===== src/csp_pkg.sv =====
// Constants, encodings and register map of the socket supply and clock block
// Assumes a 32-bit Avalon-MM register bus addressed in bytes
//
// Operation
// - Power socket only at card-acceptable voltages
// - Policy 0: halt only with host stopping
// - Policy 1: halt whenever socket idle and card not accessed
// - Card supply codes: off,5V,3.3V,X,Y
// - Program supply codes: off,12V,5V,3.3V,X,Y
// - Control bits 31-8 and 3 read zero
// - Access flag set by any card access
// - Reading power register clears access flag
// - Clock mode flag shows stopped/slowed clock
// - Stop/slow select needs policy enable set
// - Select 0 lets clock stop when idle
// - Select 1 slows clock by sixteen
// - Power register reserved bits read zero
// - Forced card-type bits disable supply control
// - Retest write re-enables supply control

package csp_pkg;

  // ****************************************************************
  // Register map
  // ****************************************************************
  localparam int          ADDR_W          = 8;
  localparam logic [7:0]  OFS_FORCE       = 8'h0C; // Force event
  localparam logic [7:0]  OFS_SUPPLY_CTL  = 8'h10; // Supply and policy
  localparam logic [7:0]  OFS_POWER_MGMT  = 8'h20; // Clock power mgmt
  localparam logic [7:0]  OFS_IRQ_STATUS  = 8'h30; // Sticky events
  localparam logic [7:0]  OFS_IRQ_MASK    = 8'h34; // Event mask

  // ****************************************************************
  // Field positions
  // ****************************************************************
  localparam int BIT_HALT_POLICY   = 7;  // Clock halt policy
  localparam int BIT_CARD_SUP_LO   = 4;  // Card supply field low bit
  localparam int BIT_PROG_SUP_LO   = 0;  // Program supply field low bit
  localparam int BIT_ACCESS_SEEN   = 25; // Card access seen
  localparam int BIT_CLK_CHANGED   = 24; // Clock changed flag
  localparam int BIT_POLICY_EN     = 16; // Clock policy enable
  localparam int BIT_STOP_OR_SLOW  = 0;  // Stop or slow select
  localparam int BIT_RETEST        = 14; // Voltage sense retest
  localparam int BIT_FORCED_HI     = 13; // Forced type bits high end
  localparam int BIT_FORCED_LO     = 10; // Forced type bits low end
  localparam int IRQ_W             = 2;  // Event count
  localparam int IRQ_ACCESS        = 0;  // Event: card access
  localparam int IRQ_CLK_CHANGE    = 1;  // Event: clock left normal

  // ****************************************************************
  // Supply encodings and reset values
  // ****************************************************************
  localparam logic [2:0]  SUP_OFF   = 3'h0;
  localparam logic [2:0]  SUP_12V   = 3'h1; // Program supply only
  localparam logic [2:0]  SUP_5V    = 3'h2;
  localparam logic [2:0]  SUP_3V3   = 3'h3;
  localparam logic [2:0]  SUP_XV    = 3'h4;
  localparam logic [2:0]  SUP_YV    = 3'h5;
  localparam int          CAPS_W    = 5;    // 12V,5V,3V3,X,Y support
  localparam logic [31:0] RST_REG   = 32'h0000_0000;

  // ****************************************************************
  // Timing
  // ****************************************************************
  localparam int          SLOW_DIV  = 16;   // Slow clock divider
  localparam int          DIV_W     = $clog2(SLOW_DIV);

  // Card clock states
  typedef enum logic [1:0] {
    CSP_CLK_RUN  = 2'b00,
    CSP_CLK_STOP = 2'b01,
    CSP_CLK_SLOW = 2'b10
  } csp_clk_e;

endpackage : csp_pkg


===== src/csp_supply_if.sv =====
// Carries one supply request to its decoder and the granted code back
// Assumes both ends share the block clock; purely combinational
`timescale 1ns/1ps
`default_nettype none

interface csp_supply_if;
  logic [2:0] request; // Code as written by software
  logic       enable;  // Supply control register enabled
  logic [4:0] caps;    // Voltages the card accepts
  logic [2:0] grant;   // Code to act on

  modport ctl (output request, output enable, output caps, input grant);
  modport dec (input request, input enable, input caps, output grant);
endinterface : csp_supply_if

`default_nettype wire


===== src/csp_supply_decode.sv =====
// Checks one supply request against encoding and card capability
// Assumes caps bit order 12V,5V,3V3,X,Y from bit 0 upward
`timescale 1ns/1ps
`default_nettype none

module csp_supply_decode
  import csp_pkg::*;
#(
  parameter bit ALLOW_12V = 1'b0 // Program supply knows the 12V code
) (
  csp_supply_if.dec sup
);

  logic ok; // Request legal and accepted by card

  // ****************************************************************
  // Decode
  // ****************************************************************
  // Reserved codes and unsupported voltages fall back to off
  always_comb begin
    case (sup.request)
      SUP_12V: ok = ALLOW_12V & sup.caps[0];
      SUP_5V:  ok = sup.caps[1];
      SUP_3V3: ok = sup.caps[2];
      SUP_XV:  ok = sup.caps[3];
      SUP_YV:  ok = sup.caps[4];
      default: ok = 1'b0;
    endcase
  end

  // Refused or disabled requests grant off
  assign sup.grant = (ok && sup.enable) ? sup.request : SUP_OFF;

endmodule : csp_supply_decode

`default_nettype wire


===== src/csp_socket_ctl.sv =====
// Socket supply request and card clock-run policy with its registers
// Assumes an Avalon-MM master on mclk_i and synchronous socket inputs
`timescale 1ns/1ps
`default_nettype none

module csp_socket_ctl
  import csp_pkg::*;
(
  input  wire logic              mclk_i,          // Block clock
  input  wire logic              arst_n_i,        // Async reset
  input  wire logic              ce_i,            // Clock enable
  // Avalon-MM slave
  input  wire logic [ADDR_W-1:0] address_i,       // Byte address
  input  wire logic              read_i,          // Read request
  input  wire logic              write_i,         // Write request
  input  wire logic [31:0]       writedata_i,     // Write data
  input  wire logic [3:0]        byteenable_i,    // Byte lanes
  output logic      [31:0]       readdata_o,      // Read data
  output logic                   waitrequest_o,   // Stall
  // Socket side
  input  wire logic              socket_idle_i,   // Socket has no work
  input  wire logic              host_clk_stop_i, // Host clock stopping
  input  wire logic              card_access_i,   // Card accessed
  input  wire logic [CAPS_W-1:0] card_caps_i,     // Accepted voltages
  output logic      [2:0]        card_supply_o,   // Granted card supply
  output logic      [2:0]        prog_supply_o,   // Granted prog supply
  output logic                   card_clk_en_o,   // Card clock enable
  output logic                   clock_changed_o, // Clock stopped/slowed
  output logic                   retest_o,        // Retest pulse
  output logic                   irq_o            // Level interrupt
);

  // ****************************************************************
  // Declarations
  // ****************************************************************
  logic              ack_q;          // Answer cycle of a bus request
  logic [31:0]       rdata_q;        // Registered read data
  logic              req;            // Bus request present
  logic              acc_wr;         // Write accepted this edge
  logic              acc_rd;         // Read accepted this edge
  logic              halt_policy_q;  // Clock halt policy bit
  logic [2:0]        card_req_q;     // Card supply request field
  logic [2:0]        prog_req_q;     // Program supply request field
  logic              sup_enable_q;   // Supply control register enabled
  logic              policy_en_q;    // Clock policy enable
  logic              stop_slow_q;    // Stop or slow select
  logic              access_seen_q;  // Card access seen
  logic              access_seen_d;  // Next access flag
  logic [IRQ_W-1:0]  irq_status_q;   // Sticky events
  logic [IRQ_W-1:0]  irq_mask_q;     // Event mask
  logic [IRQ_W-1:0]  irq_events;     // Events this cycle
  logic [IRQ_W-1:0]  irq_w1c;        // Bits cleared by write
  csp_clk_e          clk_state_q;    // Card clock state
  csp_clk_e          clk_state_d;    // Next card clock state
  logic [DIV_W-1:0]  div_q;          // Slow clock divider
  logic              may_halt;       // Clock-run may act
  logic [31:0]       rd_mux;         // Read data source

  csp_supply_if card_sup ();         // Card supply decode path
  csp_supply_if prog_sup ();         // Program supply decode path

  // ****************************************************************
  // Bus handshake
  // ****************************************************************
  // One wait cycle per request; frozen clock keeps the stall
  assign req           = read_i | write_i;
  assign waitrequest_o = req & ~(ack_q & ce_i);
  assign acc_wr        = write_i & ack_q & ce_i;
  assign acc_rd        = read_i & ack_q & ce_i;

  // Answer strobe toggles through each request
  always_ff @(posedge mclk_i or negedge arst_n_i) begin
    if (!arst_n_i) begin
      ack_q <= 1'b0;
    end else if (ce_i) begin
      ack_q <= req & ~ack_q;
    end
  end

  // ****************************************************************
  // Read path
  // ****************************************************************
  // Reserved bits and unmapped offsets read as zero
  always_comb begin
    rd_mux = 32'h0000_0000;
    case (address_i)
      OFS_SUPPLY_CTL: begin
        rd_mux[BIT_HALT_POLICY]                   = halt_policy_q;
        rd_mux[BIT_CARD_SUP_LO+2:BIT_CARD_SUP_LO] = card_req_q;
        rd_mux[BIT_PROG_SUP_LO+2:BIT_PROG_SUP_LO] = prog_req_q;
      end
      OFS_POWER_MGMT: begin
        rd_mux[BIT_ACCESS_SEEN]  = access_seen_q;
        rd_mux[BIT_CLK_CHANGED]  = clock_changed_o;
        rd_mux[BIT_POLICY_EN]    = policy_en_q;
        rd_mux[BIT_STOP_OR_SLOW] = stop_slow_q;
      end
      OFS_IRQ_STATUS: rd_mux[IRQ_W-1:0] = irq_status_q;
      OFS_IRQ_MASK:   rd_mux[IRQ_W-1:0] = irq_mask_q;
      default:        rd_mux = 32'h0000_0000;       // Force reg reads 0
    endcase
  end

  // Data captured in the wait cycle, shown at acceptance
  always_ff @(posedge mclk_i or negedge arst_n_i) begin
    if (!arst_n_i) begin
      rdata_q <= RST_REG;
    end else if (ce_i && read_i && !ack_q) begin
      rdata_q <= rd_mux;
    end
  end
  assign readdata_o = rdata_q;

  // ****************************************************************
  // Supply and policy register
  // ****************************************************************
  // Only the low byte holds writable fields
  always_ff @(posedge mclk_i or negedge arst_n_i) begin
    if (!arst_n_i) begin
      halt_policy_q <= 1'b0;
      card_req_q    <= SUP_OFF;
      prog_req_q    <= SUP_OFF;
    end else if (acc_wr && address_i == OFS_SUPPLY_CTL
                 && byteenable_i[0]) begin
      halt_policy_q <= writedata_i[BIT_HALT_POLICY];
      card_req_q    <= writedata_i[BIT_CARD_SUP_LO+2:BIT_CARD_SUP_LO];
      prog_req_q    <= writedata_i[BIT_PROG_SUP_LO+2:BIT_PROG_SUP_LO];
    end
  end

  // ****************************************************************
  // Force event register
  // ****************************************************************
  // Forced card type disables supply control, retest restores it
  always_ff @(posedge mclk_i or negedge arst_n_i) begin
    if (!arst_n_i) begin
      sup_enable_q <= 1'b1;
    end else if (acc_wr && address_i == OFS_FORCE) begin
      if (byteenable_i[1] && writedata_i[BIT_RETEST]) begin
        sup_enable_q <= 1'b1;
      end else if (byteenable_i[1] &&
                   |writedata_i[BIT_FORCED_HI:BIT_FORCED_LO]) begin
        sup_enable_q <= 1'b0;
      end
    end
  end

  // Retest pulse asks the sense logic to interrogate the card
  always_ff @(posedge mclk_i or negedge arst_n_i) begin
    if (!arst_n_i) begin
      retest_o <= 1'b0;
    end else if (ce_i) begin
      retest_o <= acc_wr && address_i == OFS_FORCE && byteenable_i[1]
                  && writedata_i[BIT_RETEST];
    end
  end

  // ****************************************************************
  // Supply decode
  // ****************************************************************
  // Both supplies checked against the card's accepted voltages
  assign card_sup.request = card_req_q;
  assign card_sup.enable  = sup_enable_q;
  assign card_sup.caps    = card_caps_i;
  assign prog_sup.request = prog_req_q;
  assign prog_sup.enable  = sup_enable_q;
  assign prog_sup.caps    = card_caps_i;

  csp_supply_decode #(
    .ALLOW_12V (1'b0)
  ) u_card_dec (
    .sup (card_sup.dec)
  );

  csp_supply_decode #(
    .ALLOW_12V (1'b1)
  ) u_prog_dec (
    .sup (prog_sup.dec)
  );

  // Granted codes drive the switch from flops
  always_ff @(posedge mclk_i or negedge arst_n_i) begin
    if (!arst_n_i) begin
      card_supply_o <= SUP_OFF;
      prog_supply_o <= SUP_OFF;
    end else if (ce_i) begin
      card_supply_o <= card_sup.grant;
      prog_supply_o <= prog_sup.grant;
    end
  end

  // ****************************************************************
  // Power management register
  // ****************************************************************
  // Enable in byte 2, select in byte 0
  always_ff @(posedge mclk_i or negedge arst_n_i) begin
    if (!arst_n_i) begin
      policy_en_q <= 1'b0;
      stop_slow_q <= 1'b0;
    end else if (acc_wr && address_i == OFS_POWER_MGMT) begin
      if (byteenable_i[2]) begin
        policy_en_q <= writedata_i[BIT_POLICY_EN];
      end
      if (byteenable_i[0]) begin
        stop_slow_q <= writedata_i[BIT_STOP_OR_SLOW];
      end
    end
  end

  // ****************************************************************
  // Card access flag
  // ****************************************************************
  // Read clears only what it returned; a new access always wins
  always_comb begin
    access_seen_d = access_seen_q;
    if (acc_rd && address_i == OFS_POWER_MGMT
        && rdata_q[BIT_ACCESS_SEEN]) begin
      access_seen_d = 1'b0;
    end
    if (card_access_i) begin
      access_seen_d = 1'b1;
    end
  end

  // Flag register
  always_ff @(posedge mclk_i or negedge arst_n_i) begin
    if (!arst_n_i) begin
      access_seen_q <= 1'b0;
    end else if (ce_i) begin
      access_seen_q <= access_seen_d;
    end
  end

  // ****************************************************************
  // Card clock-run
  // ****************************************************************
  // Policy 1 needs idle with no card access; policy 0 also needs host stopping
  assign may_halt = policy_en_q && socket_idle_i && !card_access_i
                    && (halt_policy_q || host_clk_stop_i);

  // Next clock state
  always_comb begin
    clk_state_d = clk_state_q;
    case (clk_state_q)
      CSP_CLK_RUN: begin
        if (may_halt) begin
          clk_state_d = stop_slow_q ? CSP_CLK_SLOW
                                    : CSP_CLK_STOP;
        end
      end
      CSP_CLK_STOP, CSP_CLK_SLOW: begin
        if (!may_halt) begin                        // Wake on activity
          clk_state_d = CSP_CLK_RUN;
        end
      end
      default: clk_state_d = CSP_CLK_RUN;
    endcase
  end

  // State register
  always_ff @(posedge mclk_i or negedge arst_n_i) begin
    if (!arst_n_i) begin
      clk_state_q <= CSP_CLK_RUN;
    end else if (ce_i) begin
      clk_state_q <= clk_state_d;
    end
  end

  // Divider for the slowed clock
  always_ff @(posedge mclk_i or negedge arst_n_i) begin
    if (!arst_n_i) begin
      div_q <= '0;
    end else if (ce_i) begin
      div_q <= (clk_state_d == CSP_CLK_SLOW) ? div_q + 1'b1 : '0;
    end
  end

  // Clock enable and mode flag from flops
  always_ff @(posedge mclk_i or negedge arst_n_i) begin
    if (!arst_n_i) begin
      card_clk_en_o   <= 1'b1;
      clock_changed_o <= 1'b0;
    end else if (ce_i) begin
      case (clk_state_d)
        CSP_CLK_STOP: card_clk_en_o <= 1'b0;
        CSP_CLK_SLOW: card_clk_en_o <= (div_q == '0);
        default:      card_clk_en_o <= 1'b1;
      endcase
      clock_changed_o <= (clk_state_d != CSP_CLK_RUN);
    end
  end

  // ****************************************************************
  // Interrupts
  // ****************************************************************
  assign irq_events[IRQ_ACCESS]     = card_access_i;
  assign irq_events[IRQ_CLK_CHANGE] = (clk_state_q == CSP_CLK_RUN)
                                      && (clk_state_d != CSP_CLK_RUN);
  assign irq_w1c = (acc_wr && address_i == OFS_IRQ_STATUS
                    && byteenable_i[0]) ? writedata_i[IRQ_W-1:0] : '0;

  // Sticky status, a new event beats the clear
  always_ff @(posedge mclk_i or negedge arst_n_i) begin
    if (!arst_n_i) begin
      irq_status_q <= '0;
    end else if (ce_i) begin
      irq_status_q <= (irq_status_q & ~irq_w1c) | irq_events;
    end
  end

  // Mask register
  always_ff @(posedge mclk_i or negedge arst_n_i) begin
    if (!arst_n_i) begin
      irq_mask_q <= '0;
    end else if (acc_wr && address_i == OFS_IRQ_MASK && byteenable_i[0]) begin
      irq_mask_q <= writedata_i[IRQ_W-1:0];
    end
  end

  // Level interrupt
  always_ff @(posedge mclk_i or negedge arst_n_i) begin
    if (!arst_n_i) begin
      irq_o <= 1'b0;
    end else if (ce_i) begin
      irq_o <= |((irq_status_q & ~irq_w1c | irq_events) & irq_mask_q);
    end
  end

endmodule : csp_socket_ctl

`default_nettype wire


===== config.mk =====
export PLATFORM = sky130hd
export DESIGN_NAME = csp_socket_ctl
export DESIGN_NICKNAME = d
export VERILOG_FILES = /design/src/csp_pkg.sv /design/src/csp_supply_if.sv /design/src/csp_supply_decode.sv /design/src/csp_socket_ctl.sv
export SDC_FILE = /design/constraint.sdc
export NUM_CORES = 1
export LEC_CHECK = 0
export ABC_AREA = 1
export BUFFER_PORTS_ARGS = -buffer_cell sky130_fd_sc_hd__buf_4
export CAP_MARGIN = 40
export CORE_MARGIN = 4
export CORE_UTILIZATION = 47
export CTS_BUF_LIST = sky130_fd_sc_hd__clkbuf_4 sky130_fd_sc_hd__clkbuf_8 sky130_fd_sc_hd__clkbuf_16
export CTS_CLUSTER_SIZE = 25
export DETAILED_ROUTE_END_ITERATION = 8
export PLACE_DENSITY = 0.85
export SETUP_SLACK_MARGIN = 0.2
export SYNTH_ARGS = -nofsm -noshare
export SYNTH_HDL_FRONTEND = slang
export SYNTH_SLANG_ARGS = --single-unit

===== constraint.sdc =====
create_clock -name mclk_i -period 3.2 [get_ports mclk_i]
set_input_delay 0.64 -clock mclk_i [delete_from_list [all_inputs] [get_ports mclk_i]]
set_output_delay 0.64 -clock mclk_i [all_outputs]
set_load 0.01 [all_outputs]

* Word-level counts from Yosys, hierarchy flattened
Index checks and enable logic that the tools add are counted.
** Word-level totals
- Register bits :: 42
- Input port bits :: 57
- Output and inout bits :: 43
** Cells by class
- Add/sub/neg operators :: 1
- Eq/ne operators :: 18
- Multiplexer cells :: 21
- Bitwise gates (word level) :: 14
- Reduce and logical (&&, ||, !) cells :: 37
** Operator list (count)
- $eq 8x6->1 const B :: 3
- $logic_and 1x1->1 :: 22
- $eq 3x2->1 const B :: 4
- $eq 3x3->1 const B :: 4
- $mux 2 :: 5
- $eq 8x4->1 const B :: 1
- $eq 8x5->1 const B :: 1
- $mux 4 :: 2
- $pmux 1 s4 :: 2
- $reduce_and 2->1 :: 4
- $and 1x1->1 :: 7
- $mux 1 :: 6
- $mux 3 :: 2
- $reduce_bool 2->1 :: 3
- $pmux 1 s5 :: 1
- $add 4x1->4 const B :: 1
- $and 2x2->2 :: 2
- $eq 2x1->1 const B :: 2
- $eq 2x2->1 const B :: 2
- $logic_not 4->1 :: 1
- $pmux 2 s2 :: 1
- $reduce_or 2->1 :: 2
- $reduce_or 4->1 :: 1
- $eq 3x1->1 const B :: 1
- 9 further kinds :: 11

* Longest topological paths before layout
- Depth in word-level cells :: 10
- Depth in mapped cells :: 13
- Gate-level depth less buffers :: 13

* Cells and area by module
Synthesis repeated with hierarchy kept, for this count alone.
** Unflattened totals
- Cell total of the unflattened synthesis :: 309
- Area, all modules :: 2469.9 um2
** Modules (own cells, without submodules)
- csp_socket_ctl :: times used 1, cells an instance 269, area an instance 2302.2 um2, seq. area each 1053.5 um2
- csp_supply_decode (u_prog_dec) :: times used 1, cells an instance 20, area an instance 87.6 um2, seq. area each 0.0 um2
- csp_supply_decode (u_card_dec) :: times used 1, cells an instance 20, area an instance 80.1 um2, seq. area each 0.0 um2

* Worst setup path before layout
Ideal clock, no wire load.
- Path type :: input -> register
- Start point :: input address_i[7]
- End point :: register card_req_q[0]
- Arrival time :: 1.529 ns
- Data required time :: 3.075 ns
- Setup slack :: 1.546 ns
- Stages :: 5
- Buffers on the path :: 0
- Path through :: nor2_2 > inv_2 > nor3_4 > nand3_4 > mux2_4
** On the way
- Longest elaborated chain between the ends :: 3
** RTL lines
- start: declaration :: RTL line csp_socket_ctl.sv:13 : input wire logic [ADDR_W-1:0] address_i,
- $eq 8x5->1 :: RTL line csp_socket_ctl.sv:123 : end else if (acc_wr && address_i == OFS_SUPPLY_CTL
- $logic_and 1x1->1 :: RTL line csp_socket_ctl.sv:123
- $logic_and 1x1->1 :: RTL line csp_socket_ctl.sv:124 : && byteenable_i[0]) begin
- end signal: assignment :: RTL line csp_socket_ctl.sv:126 : card_req_q <= writedata_i[BIT_CARD_SUP_LO+2:BIT_CARD_SUP_LO];
- end: declaration :: RTL line csp_socket_ctl.sv:42 : logic [2:0] card_req_q;
Every way passes these cells.
A chain may end at the register's enable or synchronous reset.

* Final worst setup path
- Start point :: input ce_i
- End point :: output waitrequest_o
** On the way
- Longest elaborated chain between the ends :: 3
** RTL lines
- start: declaration :: RTL line csp_socket_ctl.sv:11 : input wire logic ce_i,
- $and 1x1->1 :: RTL line csp_socket_ctl.sv:67 : assign waitrequest_o = req & ~(ack_q & ce_i);
- $not 1->1 :: RTL line csp_socket_ctl.sv:67
- $and 1x1->1 :: RTL line csp_socket_ctl.sv:67
- end: declaration :: RTL line csp_socket_ctl.sv:19 : output logic waitrequest_o,
Every way passes these cells.

==> impl_metrics.py <==
metrics = {
    "power_and_ir_drop": {
        "p_leak_nw": 1.47,
        "finalPower_mw": 1.11,
        "vdd_drop_max_v": 0.000247,
        "power_density_nw_per_um2": 390,
    },
    "global_route": {
        "busiest_layer": "met2",
        "grt_max_degree": 43,
        "gr-usage-met1_pct": 20.5,
        "grt_pass1_vias": 2001,
        "grt_pass1_wl_um": 8710,
        "grtUsageMet3_pct": 4.93,
        "grtUsageTotal_pct": 18.1,
        "grt_overflow": 0,
        "use_met2_pct": 30.4,
        "antenna_found_initial": 0,
    },
    "clock_tree": {
        "cts_tree": "built",
        "cts_resized": 0,
        "ctsHtreeMaxLevel": 2,
        "post_cts_buffers": 0,
        "postCtsHoldBufs": 0,
        "cts_sinks": 42,
        "cts-root-buf": "clkbuf_8",
        "clockBufferDepth": 2,
        "cts_buffers": 5,
        "clock_latency_ns": 0.30,
        "clkTransAtPathRegs_ns": 0.08,
    },
    "place": {
        "placed_cell_area_um2": 2750,
        "dp_cells": 398,
        "gp_congestion": 0.854,
        "io_buffers": 57,
        "dpl.hpwl_um": 4010,
    },
    "timing": {
        "fin_tns_setup_ns": 0,
        "clock.fmax_mhz": 538,
        "setup_viol": 0,
        "post-route-min-period_ns": 1.86,
        "slew_headroom_pct": 58.7,
        "worstMarginPinSlew_ns": 0.614,
        "timing.final.crit_share_pct": 58.1,
        "rsz0062_at_grt": "no",
        "slew_viol_final": 0,
        "fin_worst_skew_ns": 0.00562,
        "hold_violations": 0,
    },
    "cells_and_area": {
        "stdcell_area_um2": 2850,
        "area_growth_pct": 21.5,
        "nFillCells": 427,
        "drive_above_1_share_pct": 25.1,
        "nets": 399,
        "antenna_cells": 0,
        "fin_cells": 406,
    },
    "yosys": {
        "synth_seq_cells": 42,
        "syn_area_um2": 2340,
        "ys_seq_area_share_pct": 44.9,
        "synth_edf_count": 0,
        "synth_top_area_cell": "dfrtp_1",
        "yosysWarnings": 0,
        "synth_top_area_share_pct": 42.7,
        "ys.flop_type": "dfrtp_1",
        "synthArstFlopShare_pct": 100,
        "post_synth_inst_count": 279,
        "syn-mean-instance-area_um2": 8.40,
        "ys_top_cells_by_area": "dfrtp_1 43%, nand2_1 12%, buf_4 7.0%, o21ai_0 6.6%, inv_1 5.3%",
        "synth_cell_type_count": 33,
    },
    "worst_setup_path": {
        "critPathKind": "in -> out",
        "cp.arrival_ns": 1.22,
        "r2r_cells": 12,
        "worstReg2RegStart": "clk_state_q[1]",
        "worstPathRequired_ns": 2.56,
        "r2r_slack_ns": 1.50,
        "rr_endpoint": "irq_status_q[1]",
        "crit_path_start_kind": "primary input",
        "crit_path_end_kind": "primary output",
        "cp_max_fo": 21,
    },
    "worst_hold_path": {
        "hold_class": "in -> async",
    },
    "run": {
        "maxCapViolCount": 0,
    },
    "die": {
        "initial_core_util_pct": 49.0,
        "die_w_um": 78.6,
        "core_um2": 4790,
        "die_h_um": 78.6,
        "placementRows": 25,
        "ios": 100,
        "dieArea_um2": 6180,
    },
    "routing": {
        "via_per_inst": 4.94,
        "drt_iter0_markers": 114,
        "dr.pass1.iters": 4,
        "remaining_drc_errors": 0,
        "vias": 2006,
        "wl_per_cell_um": 12.9,
        "routed_wl_um": 5250,
        "drtAntennaViolNets": 0,
    },
    "outcome": {
        "status": "finished, final reports clean",
    },
}
metal layers:
metal | part of all wire [%] | vias up
met5 | 0 | -
met4 | 3.5 | 0
met3 | 6.6 | 16
met2 | 51 | 66
met1 | 39 | 944
li1 | - | 980
registers in the layout, indices dropped and copies added, names as in the netlist, 2 cells and up:
signal,count
readdata_o,10
div_q,4
irq_status_q,2
card_req_q,3
prog_req_q,3
prog_supply_o,3
clk_state_q,2
irq_mask_q,2
card_supply_o,3
through the flow:
stage	utilization, %	hold WS [ns]	setup slack, ns
finish	59.5	0.303	1.34
global route	59.5	0.343	1.27
CTS	59.5	0.326	1.34
detailed placement	57.5	0.459	1.13
global placement	57.5	0.458	1.15
floorplan	-	0.344	1.55
worst max-delay path, stage by stage:
cell,delay (ns)
buf_4,0.22
nand2_1,0.09
inv_2,0.09
nor2_1,0.04
buf_4,0.13
worst max-delay path by stage:
stage	startpoint	end	slack, ns
after floorplan	address_i[7]	card_req_q[0]	1.55
after global placement	ce_i	card_sup.enable	1.15
after detailed placement	ce_i	card_sup.enable	1.13
after CTS	ce_i	waitrequest_o	1.34
after global routing	ce_i	waitrequest_o	1.27
final	ce_i	waitrequest_o	1.34
area by class of cell:
cell class	instances	area, µm²	share of cell area, %
inverter	37	139	4.88
timing repair buffer	57	428	15.0
sequential	42	1050	37.0
multi-input combinational	195	1050	36.8
tap	67	83.8	2.94
clock buffer	7	90.1	3.16
clock inverter	1	5.00	0.176
cells in the final DEF, fill, tap and decap left out, drive strengths merged:
master / instances
clkinv: 2
o211ai: 1
o2111ai: 1
clkbuf: 7
conb: 22
inv: 36
a211oi: 1
a21boi: 1
mux2: 5
nand4: 5
nor2: 16
a21oi: 1
ha: 4
o31ai: 9
xor2: 2
buf: 57
o21ai: 32
dfstp: 2
nand2: 73
dfrtp: 40
nor4: 3
mux2i: 1
or2: 1
nand3: 15
nor3: 2
synthesized netlist by cell type, types with 3 or more instances:
cell type  instances
mux2_4             5
nor2_1            11
buf_4             22
nor2_2             3
inv_1             33
nand4_1            5
nand2_1           73
nand3_1           13
o31ai_1            9
dfrtp_1           40
inv_2              3
o21ai_0           31
ha_1               4
power by group:
group | internal (mW) | switching, mW
clock network | 0.183 | 0.183
logic | 0.0694 | 0.111
registers | 0.553 | 0.0131
total | 0.805 | 0.307
logic make-up after synthesis:
group,count (synthesis),synth area share [%]
flip-flops,42,44.9
XOR/XNOR,2,0.747
adder cells (fa/ha/maj),4,2.13
other,1,0.160
AND/OR/NAND/NOR,115,23.4
AO/OA/AOI/OAI,46,11.3
multiplexers,6,3.63
buffers and inverters,63,13.7
(Power assumes the default switching activity.)
